--- src/core/poc_pkg.sv ---
// Constants, types and decode helpers for offset calibration control
// Notes on behaviour
// - Target code 0..7 gives 3..511; reset 2
// - Calibration aims result at target; offset may go negative
// - Auto adjust decrements magnitude when result hits zero
// - Averaging code 0 off, else 2..128 samples
// - Every averaged sample fires full emitter burst
// - Average goes to result or moving filter
// - Auto decrement sets the offset changed flag
// - Flag clears on write one or enable off
// - Done bit mirrors calibration interrupt flag
// - Calibration searches offset, then loads offset registers
// - Calibration completion raises calibration interrupt flag
// - Offset is 8-bit magnitude plus sign
package poc_pkg;

    // Register offsets
    localparam logic [7:0] CAL_CFG_ADDR  = 8'hD9;
    localparam logic [7:0] CAL_STAT_ADDR = 8'hDC;
    localparam logic [7:0] OFS_MAG_ADDR  = 8'hC0;
    localparam logic [7:0] OFS_SIGN_ADDR = 8'hC1;

    // Reset values
    localparam logic [7:0] CAL_CFG_RST = 8'h50;
    localparam logic [7:0] OFS_MAG_RST = 8'h00;
    localparam logic       OFS_SIGN_RST = 1'b0;

    // Field positions in calibration_config
    localparam int TGT_MSB  = 7;
    localparam int TGT_LSB  = 5;
    localparam int RSV_BIT  = 4;
    localparam int AUTO_BIT = 3;
    localparam int AVG_MSB  = 2;
    localparam int AVG_LSB  = 0;

    // Field positions in calibration_status
    localparam int CHG_BIT  = 2;
    localparam int DONE_BIT = 0;

    // Widths of the offset, the search code and the target
    localparam int OFS_W  = 8;
    localparam int SRCH_W = 9;
    localparam int TGT_W  = 10;
    localparam logic [8:0] SRCH_MID = 9'h100;

    // Averager and calibration state machines
    typedef enum logic [1:0] {AVG_IDLE, AVG_WAIT} poc_avg_st_t;
    typedef enum logic [1:0] {CAL_IDLE, CAL_TRY, CAL_WAIT, CAL_LOAD}
        poc_cal_st_t;

    // Target code to baseline result: 2^(code+2)-1
    function automatic logic [9:0] targetFor(input logic [2:0] code);
        logic [10:0] t;
        t = (11'h004 << code) - 11'h001;
        return t[9:0];
    endfunction

    // Averaging code to samples per cycle; code 0 is a single sample
    function automatic logic [7:0] samplesFor(input logic [2:0] code);
        return 8'h01 << code;
    endfunction

endpackage

--- src/core/poc_avg.sv ---
// Hardware sample averager for one proximity cycle
`timescale 1ns/1ps
module poc_avg
#(
    parameter int DATA_W = 14
)
(
    // Clock, reset, enable
    input  wire logic                  clk,
    input  wire logic                  sysRst,
    input  wire logic                  ce,
    // Cycle control
    input  wire logic                  start,
    input  wire logic [2:0]            avgCode,
    // Converter side
    output logic                       burstStart,
    input  wire logic                  sampleValid,
    input  wire logic [DATA_W-1:0]     sampleData,
    // Averaged result
    output logic                       done,
    output logic [DATA_W-1:0]          avgData
);
    import poc_pkg::*;

    localparam int ACC_W = DATA_W + 7;

    // Refuse widths that cannot hold the largest target
    if (DATA_W < TGT_W) begin : g_chk
        $error("poc_avg: DATA_W must be at least 10");
    end

    poc_avg_st_t        state_r;    // Averager state
    logic [2:0]         code_r;     // Code latched per cycle
    logic [7:0]         left_r;     // Samples still to take
    logic [ACC_W-1:0]   acc_r;      // Running sum
    logic [ACC_W-1:0]   accNxt;     // Sum with current sample
    logic [ACC_W-1:0]   accShift;   // Sum divided by count

    // Sum and power-of-two division
    always_comb
    begin
        accNxt   = acc_r + {{7{1'b0}}, sampleData};
        accShift = accNxt >> code_r;
    end

    // Sample collection; a new start is ignored while busy
    always_ff @(posedge clk)
    begin
        if (sysRst)
        begin
            state_r    <= AVG_IDLE;
            code_r     <= 3'h0;
            left_r     <= 8'h00;
            acc_r      <= '0;
            burstStart <= 1'b0;
            done       <= 1'b0;
            avgData    <= '0;
        end
        else if (ce)
        begin
            burstStart <= 1'b0;
            done       <= 1'b0;
            case (state_r)
                AVG_IDLE:
                begin
                    if (start)
                    begin
                        code_r     <= avgCode;
                        left_r     <= samplesFor(avgCode);
                        acc_r      <= '0;
                        burstStart <= 1'b1;
                        state_r    <= AVG_WAIT;
                    end
                end
                AVG_WAIT:
                begin
                    if (sampleValid)
                    begin
                        if (left_r == 8'h01)
                        begin
                            // Last sample: publish the mean
                            avgData <= accShift[DATA_W-1:0];
                            done    <= 1'b1;
                            state_r <= AVG_IDLE;
                        end
                        else
                        begin
                            // Next sample gets its own full burst
                            acc_r      <= accNxt;
                            left_r     <= left_r - 8'h01;
                            burstStart <= 1'b1;
                        end
                    end
                end
                default:
                    state_r <= AVG_IDLE;
            endcase
        end
    end

endmodule

--- src/core/poc_cal.sv ---
// Binary search of the signed offset against the result target
`timescale 1ns/1ps
module poc_cal
#(
    parameter int DATA_W = 14
)
(
    // Clock, reset, enable
    input  wire logic                  clk,
    input  wire logic                  sysRst,
    input  wire logic                  ce,
    // Control
    input  wire logic                  start,
    input  wire logic [9:0]            target,
    output logic                       busy,
    // Measurement loop
    output logic                       cycleReq,
    input  wire logic                  resultValid,
    input  wire logic [DATA_W-1:0]     result,
    output logic [7:0]                 trialMag,
    output logic                       trialSign,
    // Outcome
    output logic                       done,
    output logic [7:0]                 finalMag,
    output logic                       finalSign
);
    import poc_pkg::*;

    poc_cal_st_t        state_r;    // Search state
    logic [8:0]         code_r;     // Offset plus 256
    logic [8:0]         probe_r;    // Bit under trial
    logic [8:0]         keep;       // Code after this trial

    // Code to sign and magnitude, clamped to 255 each way
    function automatic logic [8:0] toOffset(input logic [8:0] c);
        logic [8:0] m;
        m = 9'h000;
        if (c >= SRCH_MID)
            return {1'b0, c[7:0]};
        m = SRCH_MID - c;
        return (m[8]) ? 9'h1FF : {1'b1, m[7:0]};
    endfunction

    // Result below target means too much offset: drop the bit
    always_comb
    begin
        keep = (result >= DATA_W'(target)) ? code_r : (code_r & ~probe_r);
    end

    assign busy = (state_r != CAL_IDLE);

    // Successive approximation, one proximity cycle per bit
    always_ff @(posedge clk)
    begin
        if (sysRst)
        begin
            state_r   <= CAL_IDLE;
            code_r    <= SRCH_MID;
            probe_r   <= SRCH_MID;
            cycleReq  <= 1'b0;
            trialMag  <= 8'h00;
            trialSign <= 1'b0;
            done      <= 1'b0;
            finalMag  <= 8'h00;
            finalSign <= 1'b0;
        end
        else if (ce)
        begin
            cycleReq <= 1'b0;
            done     <= 1'b0;
            case (state_r)
                CAL_IDLE:
                begin
                    if (start)
                    begin
                        code_r  <= SRCH_MID;
                        probe_r <= SRCH_MID;
                        state_r <= CAL_TRY;
                    end
                end
                CAL_TRY:
                begin
                    // Apply trial offset and measure
                    {trialSign, trialMag} <= toOffset(code_r);
                    cycleReq <= 1'b1;
                    state_r  <= CAL_WAIT;
                end
                CAL_WAIT:
                begin
                    if (resultValid)
                    begin
                        if (probe_r[0])
                        begin
                            code_r  <= keep;
                            state_r <= CAL_LOAD;
                        end
                        else
                        begin
                            code_r  <= keep | (probe_r >> 1);
                            probe_r <= probe_r >> 1;
                            state_r <= CAL_TRY;
                        end
                    end
                end
                CAL_LOAD:
                begin
                    // Closest code found; hand it over
                    {finalSign, finalMag} <= toOffset(code_r);
                    done    <= 1'b1;
                    state_r <= CAL_IDLE;
                end
                default:
                    state_r <= CAL_IDLE;
            endcase
        end
    end

endmodule

--- src/core/poc_ctrl.sv ---
// Offset calibration and averaging control with its registers
`timescale 1ns/1ps
module poc_ctrl
#(
    parameter int DATA_W  = 14,
    parameter int PULSE_W = 6
)
(
    // Clock, reset, enable
    input  wire logic                  clk,
    input  wire logic                  sysRst,
    input  wire logic                  ce,
    // Register port
    input  wire logic [7:0]            regAddr,
    input  wire logic                  regWrEn,
    input  wire logic [7:0]            regWrData,
    input  wire logic                  regRdEn,
    output logic [7:0]                 regRdData,
    // Proximity cycle and converter
    input  wire logic                  cycleStart,
    input  wire logic [PULSE_W-1:0]    pulseCount,
    output logic                       burstStart,
    output logic [PULSE_W-1:0]         burstLen,
    input  wire logic                  sampleValid,
    input  wire logic [DATA_W-1:0]     sampleData,
    // Calibration
    input  wire logic                  calStart,
    input  wire logic                  calIntFlag,
    output logic                       calIntSet,
    // Offset applied to the front end
    output logic [7:0]                 afeOffsetMag,
    output logic                       afeOffsetSign,
    // Result routing
    input  wire logic [1:0]            movingAvgSel,
    output logic                       filterInValid,
    output logic [DATA_W-1:0]          filterInData,
    input  wire logic                  filteredValid,
    input  wire logic [DATA_W-1:0]     filteredData,
    output logic                       proxResultValid,
    output logic [DATA_W-1:0]          proxResult
);
    import poc_pkg::*;

    // Refuse settings the logic cannot serve
    if (DATA_W < TGT_W || DATA_W > 24) begin : g_chk_data
        $error("poc_ctrl: DATA_W must lie in 10..24");
    end
    if (PULSE_W < 1) begin : g_chk_pulse
        $error("poc_ctrl: PULSE_W must be positive");
    end

    logic [7:0]         cfg_r;          // calibration_config
    logic               chgFlag_r;      // offset_changed_flag
    logic [7:0]         offsetMag_r;    // offset_magnitude
    logic               offsetSign_r;   // offset_sign
    logic [9:0]         calTarget;      // Decoded search target
    logic               autoEn;         // auto_offset_decrement_en
    logic [2:0]         avgCount;       // sample_average_count code

    logic               avgStart;       // Cycle start to averager
    logic               avgDone;        // Averaged value ready
    logic [DATA_W-1:0]  avgData;        // Averaged value
    logic               calBusy;        // Search in progress
    logic               calCycleReq;    // Search wants a cycle
    logic               calDone;        // Search finished
    logic [7:0]         trialMag;       // Offset under trial
    logic               trialSign;
    logic [7:0]         finalMag;       // Offset found
    logic               finalSign;

    logic               cfgWr;          // Host writes config
    logic               statWr;         // Host writes status
    logic               magWr;          // Host writes magnitude
    logic               signWr;         // Host writes sign
    logic               pdataWrite;     // Result register updates
    logic [DATA_W-1:0]  pdataNew;       // Value it takes
    logic               decNow;         // Zero result seen, enabled
    logic               decApply;       // Decrement really happens
    logic [7:0]         readVal;        // Read mux

    // Field decode
    always_comb
    begin
        calTarget = targetFor(cfg_r[TGT_MSB:TGT_LSB]);
        autoEn    = cfg_r[AUTO_BIT];
        avgCount  = cfg_r[AVG_MSB:AVG_LSB];
    end

    // Write strobes per register
    always_comb
    begin
        cfgWr  = regWrEn && (regAddr == CAL_CFG_ADDR);
        statWr = regWrEn && (regAddr == CAL_STAT_ADDR);
        magWr  = regWrEn && (regAddr == OFS_MAG_ADDR);
        signWr = regWrEn && (regAddr == OFS_SIGN_ADDR);
    end

    // Calibration owns the cycle trigger while it runs
    always_comb
    begin
        avgStart = calBusy ? calCycleReq : cycleStart;
    end

    // Averager
    poc_avg #(
        .DATA_W      (DATA_W)
    ) u_avg (
        .clk         (clk),
        .sysRst      (sysRst),
        .ce          (ce),
        .start       (avgStart),
        .avgCode     (avgCount),
        .burstStart  (burstStart),
        .sampleValid (sampleValid),
        .sampleData  (sampleData),
        .done        (avgDone),
        .avgData     (avgData)
    );

    // Offset search
    poc_cal #(
        .DATA_W      (DATA_W)
    ) u_cal (
        .clk         (clk),
        .sysRst      (sysRst),
        .ce          (ce),
        .start       (calStart),
        .target      (calTarget),
        .busy        (calBusy),
        .cycleReq    (calCycleReq),
        .resultValid (avgDone && calBusy),
        .result      (avgData),
        .trialMag    (trialMag),
        .trialSign   (trialSign),
        .done        (calDone),
        .finalMag    (finalMag),
        .finalSign   (finalSign)
    );

    // Result register update: direct average or filter output
    always_comb
    begin
        if (avgDone && !calBusy && movingAvgSel == 2'b00)
        begin
            pdataWrite = 1'b1;
            pdataNew   = avgData;
        end
        else
        begin
            pdataWrite = filteredValid;
            pdataNew   = filteredData;
        end
        decNow   = pdataWrite && (pdataNew == '0) && autoEn;
        decApply = decNow && (offsetMag_r != 8'h00) && !calDone && !magWr;
    end

    // Configuration register, written as given
    always_ff @(posedge clk)
    begin
        if (sysRst)
            cfg_r <= CAL_CFG_RST;
        else if (ce && cfgWr)
            cfg_r <= regWrData;
    end

    // Offset magnitude: load, host write, then auto decrement
    always_ff @(posedge clk)
    begin
        if (sysRst)
            offsetMag_r <= OFS_MAG_RST;
        else if (ce)
        begin
            if (calDone)
                offsetMag_r <= finalMag;
            else if (magWr)
                offsetMag_r <= regWrData;
            else if (decApply)
                offsetMag_r <= offsetMag_r - 8'h01;
        end
    end

    // Offset sign
    always_ff @(posedge clk)
    begin
        if (sysRst)
            offsetSign_r <= OFS_SIGN_RST;
        else if (ce)
        begin
            if (calDone)
                offsetSign_r <= finalSign;
            else if (signWr)
                offsetSign_r <= regWrData[0];
        end
    end

    // Changed flag: set beats either clear
    always_ff @(posedge clk)
    begin
        if (sysRst)
            chgFlag_r <= 1'b0;
        else if (ce)
        begin
            if (decApply)
                chgFlag_r <= 1'b1;
            else if ((statWr && regWrData[CHG_BIT]) ||
                     (cfgWr && !regWrData[AUTO_BIT]))
                chgFlag_r <= 1'b0;
        end
    end

    // Read mux; unmapped offsets read zero
    always_comb
    begin
        case (regAddr)
            CAL_CFG_ADDR:  readVal = cfg_r;
            CAL_STAT_ADDR:
            begin
                readVal = 8'h00;
                readVal[CHG_BIT]  = chgFlag_r;
                readVal[DONE_BIT] = calIntFlag;
            end
            OFS_MAG_ADDR:  readVal = offsetMag_r;
            OFS_SIGN_ADDR: readVal = {7'h00, offsetSign_r};
            default:       readVal = 8'h00;
        endcase
    end

    // Read data register
    always_ff @(posedge clk)
    begin
        if (sysRst)
            regRdData <= 8'h00;
        else if (ce && regRdEn)
            regRdData <= readVal;
    end

    // Burst length latched at each averager start, including one the busy averager ignores
    always_ff @(posedge clk)
    begin
        if (sysRst)
            burstLen <= '0;
        else if (ce && avgStart)
            burstLen <= pulseCount;
    end

    // Calibration interrupt request
    always_ff @(posedge clk)
    begin
        if (sysRst)
            calIntSet <= 1'b0;
        else if (ce)
            calIntSet <= calDone;
    end

    // Offset driven to the front end
    always_ff @(posedge clk)
    begin
        if (sysRst)
        begin
            afeOffsetMag  <= OFS_MAG_RST;
            afeOffsetSign <= OFS_SIGN_RST;
        end
        else if (ce)
        begin
            afeOffsetMag  <= calBusy ? trialMag : offsetMag_r;
            afeOffsetSign <= calBusy ? trialSign : offsetSign_r;
        end
    end

    // Average routing and result register
    always_ff @(posedge clk)
    begin
        if (sysRst)
        begin
            filterInValid   <= 1'b0;
            filterInData    <= '0;
            proxResultValid <= 1'b0;
            proxResult      <= '0;
        end
        else if (ce)
        begin
            filterInValid   <= 1'b0;
            proxResultValid <= pdataWrite;
            if (pdataWrite)
                proxResult <= pdataNew;
            if (avgDone && !calBusy && movingAvgSel != 2'b00)
            begin
                filterInValid <= 1'b1;
                filterInData  <= avgData;
            end
        end
    end
endmodule

--- config.mk ---
export PLATFORM = sky130hd
export DESIGN_NAME = poc_ctrl
export DESIGN_NICKNAME = d
export VERILOG_FILES = /design/src/core/poc_pkg.sv /design/src/core/poc_avg.sv /design/src/core/poc_cal.sv /design/src/core/poc_ctrl.sv
export SDC_FILE = /design/constraint.sdc
export NUM_CORES = 1
export LEC_CHECK = 0
export ABC_AREA = 1
export BUFFER_PORTS_ARGS = -buffer_cell sky130_fd_sc_hd__clkbuf_2
export CAP_MARGIN = 20
export CORE_AREA = 3 3 176 126
export CTS_BUF_LIST = sky130_fd_sc_hd__clkbuf_8 sky130_fd_sc_hd__clkbuf_16
export DETAILED_ROUTE_END_ITERATION = 16
export DIE_AREA = 0 0 179 129
export PLACE_DENSITY = 0.71
export SLEW_MARGIN = 10
export SYNTH_ARGS = -nofsm -noshare
export SYNTH_HDL_FRONTEND = slang
export SYNTH_SLANG_ARGS = --single-unit
export TNS_END_PERCENT = 1
--- constraint.sdc ---
create_clock -name clk -period 6.28 [get_ports clk]
set_input_delay 0 -clock clk [delete_from_list [all_inputs] [get_ports clk]]
set_output_delay 0 -clock clk [all_outputs]
set_load 0.02 [all_outputs]
==> impl_metrics.env, run 1 <==
export IMPL_place_congestion=0.923
export IMPL_die_height_um=129
export IMPL_grt_max_degree=86
export IMPL_fillers=2096
export IMPL_nets=1658
export IMPL_p_sw_w=0.000757
export IMPL_ios=117
export IMPL_clkPwrFrac_pct=41.5
export IMPL_area_delta_synth_final_pct=16.9
export IMPL_combPwrFrac_pct=15.4
export IMPL_clk_insertion_delay_late_ns=0.44
export IMPL_dieArea_um2=23100
export IMPL_yosysTopAreaCell="dfxtp_1"
export IMPL_clock_sinks=161
export IMPL_worstPathMaxFanout=26
export IMPL_critPathKind="reg -> reg"
export IMPL_initial_core_util_pct=44.7
export IMPL_routed_via_density=5.35
export IMPL_core_area_um2=20600
export IMPL_status="complete, no violations"
export IMPL_firstDrtPassIters=5
export IMPL_hold_viol_final=0
export IMPL_p_int_w=0.00179
export IMPL_grt_ovfl_total=0
export IMPL_grt_pass1_vias=8658
export IMPL_track_usage_pct=23.9
export IMPL_rsz0062_at_grt="no"
export IMPL_tns_ns=0
export IMPL_final_core_util_pct=52.2
export IMPL_hp_class="in -> reg"
export IMPL_fin_crit_ns=2.68
export IMPL_drv_slew=0
export IMPL_die_w_um=179
export IMPL_drive_gt1_share_pct=10.9
export IMPL_r2r_start="u_cal.state_r[1]"
export IMPL_avgSynthCellArea_um2=6.34
export IMPL_dp_cells=1799
export IMPL_wire_per_inst_um=14.9
export IMPL_power_frac_seq_pct=43.1
export IMPL_cts_buffers_inserted=17
export IMPL_cp_data_required_time_ns=6.64
export IMPL_htreeDepth=4
export IMPL_cts_tree="built"
export IMPL_drt_iter0_drc=1067
export IMPL_synthCells=1455
export IMPL_antenna_cells=0
export IMPL_yosys_warnings=0
export IMPL_p_leak_nw=5.20
export IMPL_vias=9927
export IMPL_ant_nets=0
export IMPL_max_slew_margin_rel_pct=33.9
export IMPL_power_density_nw_per_um2=236
export IMPL_port_buffers=116
export IMPL_drc=0
export IMPL_holdWs_ns=0.0178
export IMPL_synth_area_leaders="dfxtp_1, nand2_1, a21oi_1"
export IMPL_swShare_pct=29.7
export IMPL_clk_pin_slew_ns=0.07
export IMPL_fin_crit_sh_pct=42.7
export IMPL_cp_data_arrival_time_ns=3.04
export IMPL_drt_wl_total_mm=27.7
export IMPL_syn_cell_area_um2=9220
export IMPL_crit_start="u_cal.state_r[1]"
export IMPL_drv_cap=0
export IMPL_fmax_mhz=373
export IMPL_synth_seq_cells=161
export IMPL_synth_nets=1547
export IMPL_netlist_area_leader_share_pct=34.9
export IMPL_worstSetupStartpointType="register"
export IMPL_reg2reg_depth=11
export IMPL_cts_buffer_depth=2
export IMPL_worst_setup_path_end_kind="register"
export IMPL_grt_antenna_before_repair=0
export IMPL_power_total_w=0.00255
export IMPL_whs_path_depth=5
export IMPL_cts_root_buf="clkbuf_16"
export IMPL_max_vdd_ir_drop_uv=168
export IMPL_min_from="filteredData[6]"
export IMPL_synth_cell_types=44
export IMPL_yosysSeqAreaShare_pct=34.9
export IMPL_grt_pass1_wl_mm=44.5
export IMPL_finClkSkew_ns=0.00933
export IMPL_place_hpwl_mm=20.5
export IMPL_setup_viol=0
export IMPL_row_count=44
export IMPL_final_instance_count_excl_fill=1854
export IMPL_worst_pin_slew_ns=0.991
registers in the layout, summed over array words and instances, names as in the netlist, 2 cells and up:
name and cells:
afeOffsetMag 8, burstLen 6, cfg_r 8, filterInData 14, offsetMag_r 8, proxResult 14, regRdData 8, u_avg.acc_r 21
u_avg.avgData 14, u_avg.code_r 3, u_avg.left_r 8, u_cal.code_r 9, u_cal.finalMag 8, u_cal.probe_r 9, u_cal.state_r 2, u_cal.trialMag 8
cell usage in the layout (no fill, tap or decap), types with 4 or more instances in the layout:
cell	instances
dfxtp_1	161
inv_1	168
nor3_1	18
o21ai_0	121
o211ai_1	16
nand2_2	4
inv_6	5
nand2_1	371
clkinv_1	4
ha_1	29
inv_2	6
xor2_1	10
or2_2	4
nand4_1	10
xnor2_1	4
o21ai_1	5
dlygate4sd3_1	22
nand3_1	126
buf_4	4
a21oi_1	139
nor2_1	161
clkbuf_2	115
o22ai_1	7
clkbuf_16	17
a31oi_1	6
area by class of cell:
cell class	instances	area, um2	share of cell area, %
Clock buffer	18	439	4.07
Clock inverter	13	151	1.40
Sequential cell	161	3220	29.9
Timing Repair Buffer	143	838	7.78
Tap cell	276	345	3.20
Multi-Input combinational cell	1065	5110	47.4
Inverter	178	668	6.20
Yosys cell counts (all sizes together):
cell / count
nand2: 377
inv: 174
nor2: 164
dfxtp: 161
a21oi: 139
nand3: 126
o21ai: 126
clkbuf: 37
ha: 29
nor3: 18
o211ai: 16
buf: 14
nand4: 10
xor2: 10
or2: 9
o22ai: 7
a31oi: 6
clkinv: 4
xnor2: 4
and2: 3
nand3b: 3
a211oi: 2
a32o: 2
nor3b: 2
nor4: 2
o311ai: 2
a21o: 1
a22oi: 1
conb: 1
fa: 1
o21a: 1
o21bai: 1
o221ai: 1
o31ai: 1
kinds of logic after synthesis:
kind of cell | after synthesis | share of synthesized area (%)
AND/OR/NAND/NOR | 714 | 32.2
other | 1 | 0.0407
XOR/XNOR | 14 | 1.33
flip-flops | 161 | 34.9
buffers and inverters | 229 | 9.69
AO/OA/AOI/OAI | 306 | 17.6
adder cells (fa/ha/maj) | 30 | 4.15
worst paths after layout:
check	slack (ns)	to
setup / recovery	3.60	u_avg.left_r[2]
hold / removal	0.02	proxResult[6]
setup reg to reg	3.60	u_avg.left_r[2]
hold reg to reg	0.46	cfg_r[4]
power groups by stage:
stage,Clock [W],Sequential (W),Combinational [W]
finish,0.00106,0.00110,0.000392
global route,0.00112,0.00110,0.000444
CTS,0.00107,0.00110,0.000386
detailed placement,0,0.00112,0.000372
global placement,0,0.00112,0.000367
floorplan,0,0.00111,0.000266
through the flow:
| step | area, um2 | setup slack, ns |
|---|---|---|
| CTS | 10800 | 3.60 |
| finish | 10800 | 3.60 |
| floorplan | 9220 | 4.01 |
| global route | 10800 | 3.23 |
| global placement | 9950 | 3.70 |
| detailed placement | 9950 | 3.62 |
critical path: stages (launching register included):
cell	delay [ns]
dfxtp_1	0.33
inv_2	0.10
nand2_4	0.14
inv_1	0.20
o21ai_1	0.10
nor2_2	0.41
nand2_2	0.17
nand2_1	0.11
nand2_2	0.33
inv_2	0.39
o21ai_0	0.12
a31oi_1	0.18
what timing repair did:
item,in CTS,in global routing
hold buffers,22,0
gates resized for setup,0,0
buffers inserted,0,0
endpoints found under the hold margin,21,0
routing by layer:
layer	track usage (%)	wire length [um]	share of wire, %	vias up
met5	0	0	0	-
met4	5.36	296	1.1	0
met3	5.75	2810	10	27
met2	31.8	10600	38	439
met1	38.2	14000	50	4489
li1	-	-	-	4972
Power figures use the tool's default switching activity.
==> run 2: changes to the inputs <==
--- a/config.mk
+++ b/config.mk
@@ -5,14 +5,14 @@
 export SDC_FILE = /design/constraint.sdc
 export NUM_CORES = 1
 export LEC_CHECK = 0
-export ABC_AREA = 1
+export ABC_AREA = 0
 export BUFFER_PORTS_ARGS = -buffer_cell sky130_fd_sc_hd__clkbuf_2
 export CAP_MARGIN = 20
 export CORE_AREA = 3 3 176 126
 export CTS_BUF_LIST = sky130_fd_sc_hd__clkbuf_8 sky130_fd_sc_hd__clkbuf_16
 export DETAILED_ROUTE_END_ITERATION = 16
 export DIE_AREA = 0 0 179 129
-export PLACE_DENSITY = 0.71
+export PLACE_DENSITY = 0.73
 export SLEW_MARGIN = 10
 export SYNTH_ARGS = -nofsm -noshare
 export SYNTH_HDL_FRONTEND = slang
==> constraint.sdc (replaced) <==
create_clock -name clk -period 2.2 [get_ports clk]
set_input_delay 0 -clock clk [delete_from_list [all_inputs] [get_ports clk]]
set_output_delay 0 -clock clk [all_outputs]
set_load 0.02 [all_outputs]
==> run 2 against run 1 <==
The run now ends with negative setup slack left; routed wire length up 7.4%; critical path depth up 1; die area unchanged; cell area up 17%; setup slack worse by 4.1 ns; highest routed layer unchanged.
==> impl_metrics.env, run 2 <==
export IMPL_status="complete, but fails checks"
export IMPL_violations="negative setup slack"
export IMPL_cts_tree="built"
export IMPL_ant_nets=0
export IMPL_clk_insertion_delay_late_ns=0.43
export IMPL_wl_met2_mm=12.8
export IMPL_grt_antenna_before_repair=0
export IMPL_setup_viol=57
export IMPL_initial_core_util_pct=44.6
export IMPL_synth_nets=1264
export IMPL_netlist_area_leader_share_pct=35.0
export IMPL_worst_pin_slew_ns=0.641
export IMPL_max_slew_margin_rel_pct=57.0
export IMPL_antenna_cells=0
export IMPL_area_delta_synth_final_pct=37.2
export IMPL_cp_data_arrival_time_ns=3.04
export IMPL_tns_ns=-15.40
export IMPL_maxUsedRoutingLayer="met4"
export IMPL_die_height_um=129
export IMPL_yosys_warnings=0
export IMPL_drt_iter0_drc=1132
export IMPL_drt_wl_total_mm=29.7
export IMPL_final_cell_mix="buf_4, nand2_1, dfxtp_1, nor2_1, clkbuf_2"
export IMPL_cts_root_buf="clkbuf_16"
export IMPL_largest_reg_flops=21
export IMPL_synthCells=1172
export IMPL_synth_main_ff_cell="dfxtp_1"
export IMPL_track_usage_pct=25.3
export IMPL_critPathKind="reg -> reg"
export IMPL_nets=1521
export IMPL_ys_async_sr_fraction_pct=0
export IMPL_avgSynthCellArea_um2=7.86
export IMPL_power_total_w=0.00731
export IMPL_place_hpwl_mm=20.8
export IMPL_grt_pass1_vias=9276
export IMPL_synth_area_leaders="dfxtp_1, nand2_1, a21oi_1"
export IMPL_grt_pass1_wl_mm=47.2
export IMPL_worstPathMaxFanout=3
export IMPL_regMostFlops="u_avg.acc_r"
export IMPL_fin_crit_ns=2.75
export IMPL_yosysTopAreaCell="dfxtp_1"
export IMPL_cp_slowest_stage_delay_ns=0.41
export IMPL_hold_viol_final=0
export IMPL_p_leak_nw=5.23
export IMPL_synth_cell_types=82
export IMPL_finClkSkew_ns=0.0101
export IMPL_drv_cap=0
export IMPL_drive_gt1_share_pct=30.5
export IMPL_drc=0
export IMPL_drt_met1_wl_mm=13.8
export IMPL_cp_slowest_cell="o41ai_4"
export IMPL_clk_pin_slew_ns=0.07
export IMPL_layout_commonest_cell="buf_4"
export IMPL_hp_class="in -> reg"
export IMPL_grt_max_degree=56
export IMPL_row_count=44
export IMPL_max_vdd_ir_drop_uv=527
export IMPL_yosysMostFrequentCell="nand2_1"
export IMPL_syn_cell_area_um2=9220
export IMPL_cp_cell_sequence="ha_4 -> fa_2 -> a211oi_2 -> o211ai_1 -> buf_4 -> a211oi_4 -> a211oi_4 -> buf_6 -> nand2_4 -> o221ai_4 -> o41ai_4 -> a41oi_2"
export IMPL_worst_setup_path_end_kind="register"
export IMPL_drv_slew=0
export IMPL_fin_crit_sh_pct=125
export IMPL_cp_data_required_time_ns=2.49
export IMPL_cts_buffer_depth=2
export IMPL_firstDrtPassIters=7
export IMPL_die_w_um=179
export IMPL_routed_via_density=5.79
export IMPL_rsz0062_at_grt="yes"
export IMPL_fillers=1712
export IMPL_clock_sinks=161
export IMPL_fmax_mhz=364
export IMPL_ios=117
export IMPL_port_buffers=116
export IMPL_htreeDepth=4
export IMPL_wl_met3_mm=2.64
export IMPL_crit_path_frequent_cell="a211oi_4"
export IMPL_synth_edf_count=0
export IMPL_power_density_nw_per_um2=578
export IMPL_final_instance_count_excl_fill=1718
export IMPL_wire_per_inst_um=17.3
export IMPL_grt_ovfl_total=0
export IMPL_cts_buffers_inserted=17
export IMPL_synth_common_cells="nand2_1, dfxtp_1, nor2_1"
export IMPL_setup_slack_ns=-0.550
export IMPL_yosysSeqAreaShare_pct=35.0
export IMPL_dieArea_um2=23100
export IMPL_synth_seq_cells=161
export IMPL_worstSetupStartpointType="register"
export IMPL_vias=9955
export IMPL_dp_cells=1651
export IMPL_core_area_um2=20600
export IMPL_place_congestion=0.951
-- run 2: changes by cell type after synthesis, sizes merged, moves of 21 or more --
cell / change
nand2: -209
inv: -153
nand3: -94
o21ai: -64
a211oi: +51
clkbuf: +38
mux2i: +34
a21oi: -33
nor2: -32
a22oi: +21
-- run 2: timing repair --
action / CTS / global route
setup endpoints to repair: 66 / 68
endpoints found under the hold margin: 29 / 0
gates resized for setup: 70 / 43
setup buffers: 3 / 2
cloned: 0 / 1
hold buffers: 29 / 0
pin swaps: 28 / 19
-- run 2: per-stage QoR --
stage	setup WS, ns	hold WS, ns	utilization [%]	cell area, um2
finish	-0.550	0.00847	61.3	12600
global route	-0.651	0.0692	61.3	12600
CTS	-0.507	0.00363	60.2	12400
detailed placement	-0.703	0.254	54.0	11200
global placement	-0.591	0.230	54.0	11200
floorplan	-0.515	0.124	-	9280
-- run 2: area by class of cell --
class	count	area, um2	area share, %
clock buffers	18	439	3.47
flip-flops and latches	161	3230	25.6
inverters	23	86.3	0.683
multi-input cells	899	6050	47.8
well taps	276	345	2.73
clock inverters	14	214	1.69
repair buffers	327	2280	18.0
-- run 2: logic make-up (layout without fill, tap and decap cells) --
group | Yosys count | after routing | share of synthesized area (%)
DFF | 161 | 161 | 35.0
other | 1 | 1 | 0.0407
buffers and inverters | 113 | 382 | 5.00
xor gates and xnor gates | 26 | 26 | 2.55
and+or+nand+nor | 458 | 458 | 22.8
AOI/OAI and AO/OA | 342 | 343 | 25.3
adders and majority gates | 30 | 30 | 4.15
muxes | 41 | 41 | 5.16
-- run 2: final timing paths --
check,startpoint,slack [ns],cells past startpoint,end
setup / recovery,u_avg.acc_r[0],-0.55,12,u_avg.avgData[12]
hold / removal,ce,0.008,4,u_cal.state_r[1]
hold reg to reg,u_cal.trialSign,0.46,2,u_cal.trialSign
setup reg to reg,u_avg.acc_r[0],-0.55,12,u_avg.avgData[12]
-- run 2: worst max-delay path: cells and delay by family (launching register included) --
kind,cells,cell delay [ns]
simple gates,1,0.07
compound gates,7,1.35
fa+ha+maj,2,0.51
flops,1,0.34
buf+inv,2,0.34
-- run 2: per-layer routing --
layer	vias to the layer above	GRT usage (%)
li1	4751	-
met1	4660	37.6
met2	489	38.3
met3	55	4.72
met4	0	5.45
met5	-	0
-- run 2: power by group --
group	switching, W	internal, W	total, W
Combinational	0.000534	0.000415	0.000949
Clock	0.00138	0.00198	0.00335
Sequential	0.0000357	0.00297	0.00300
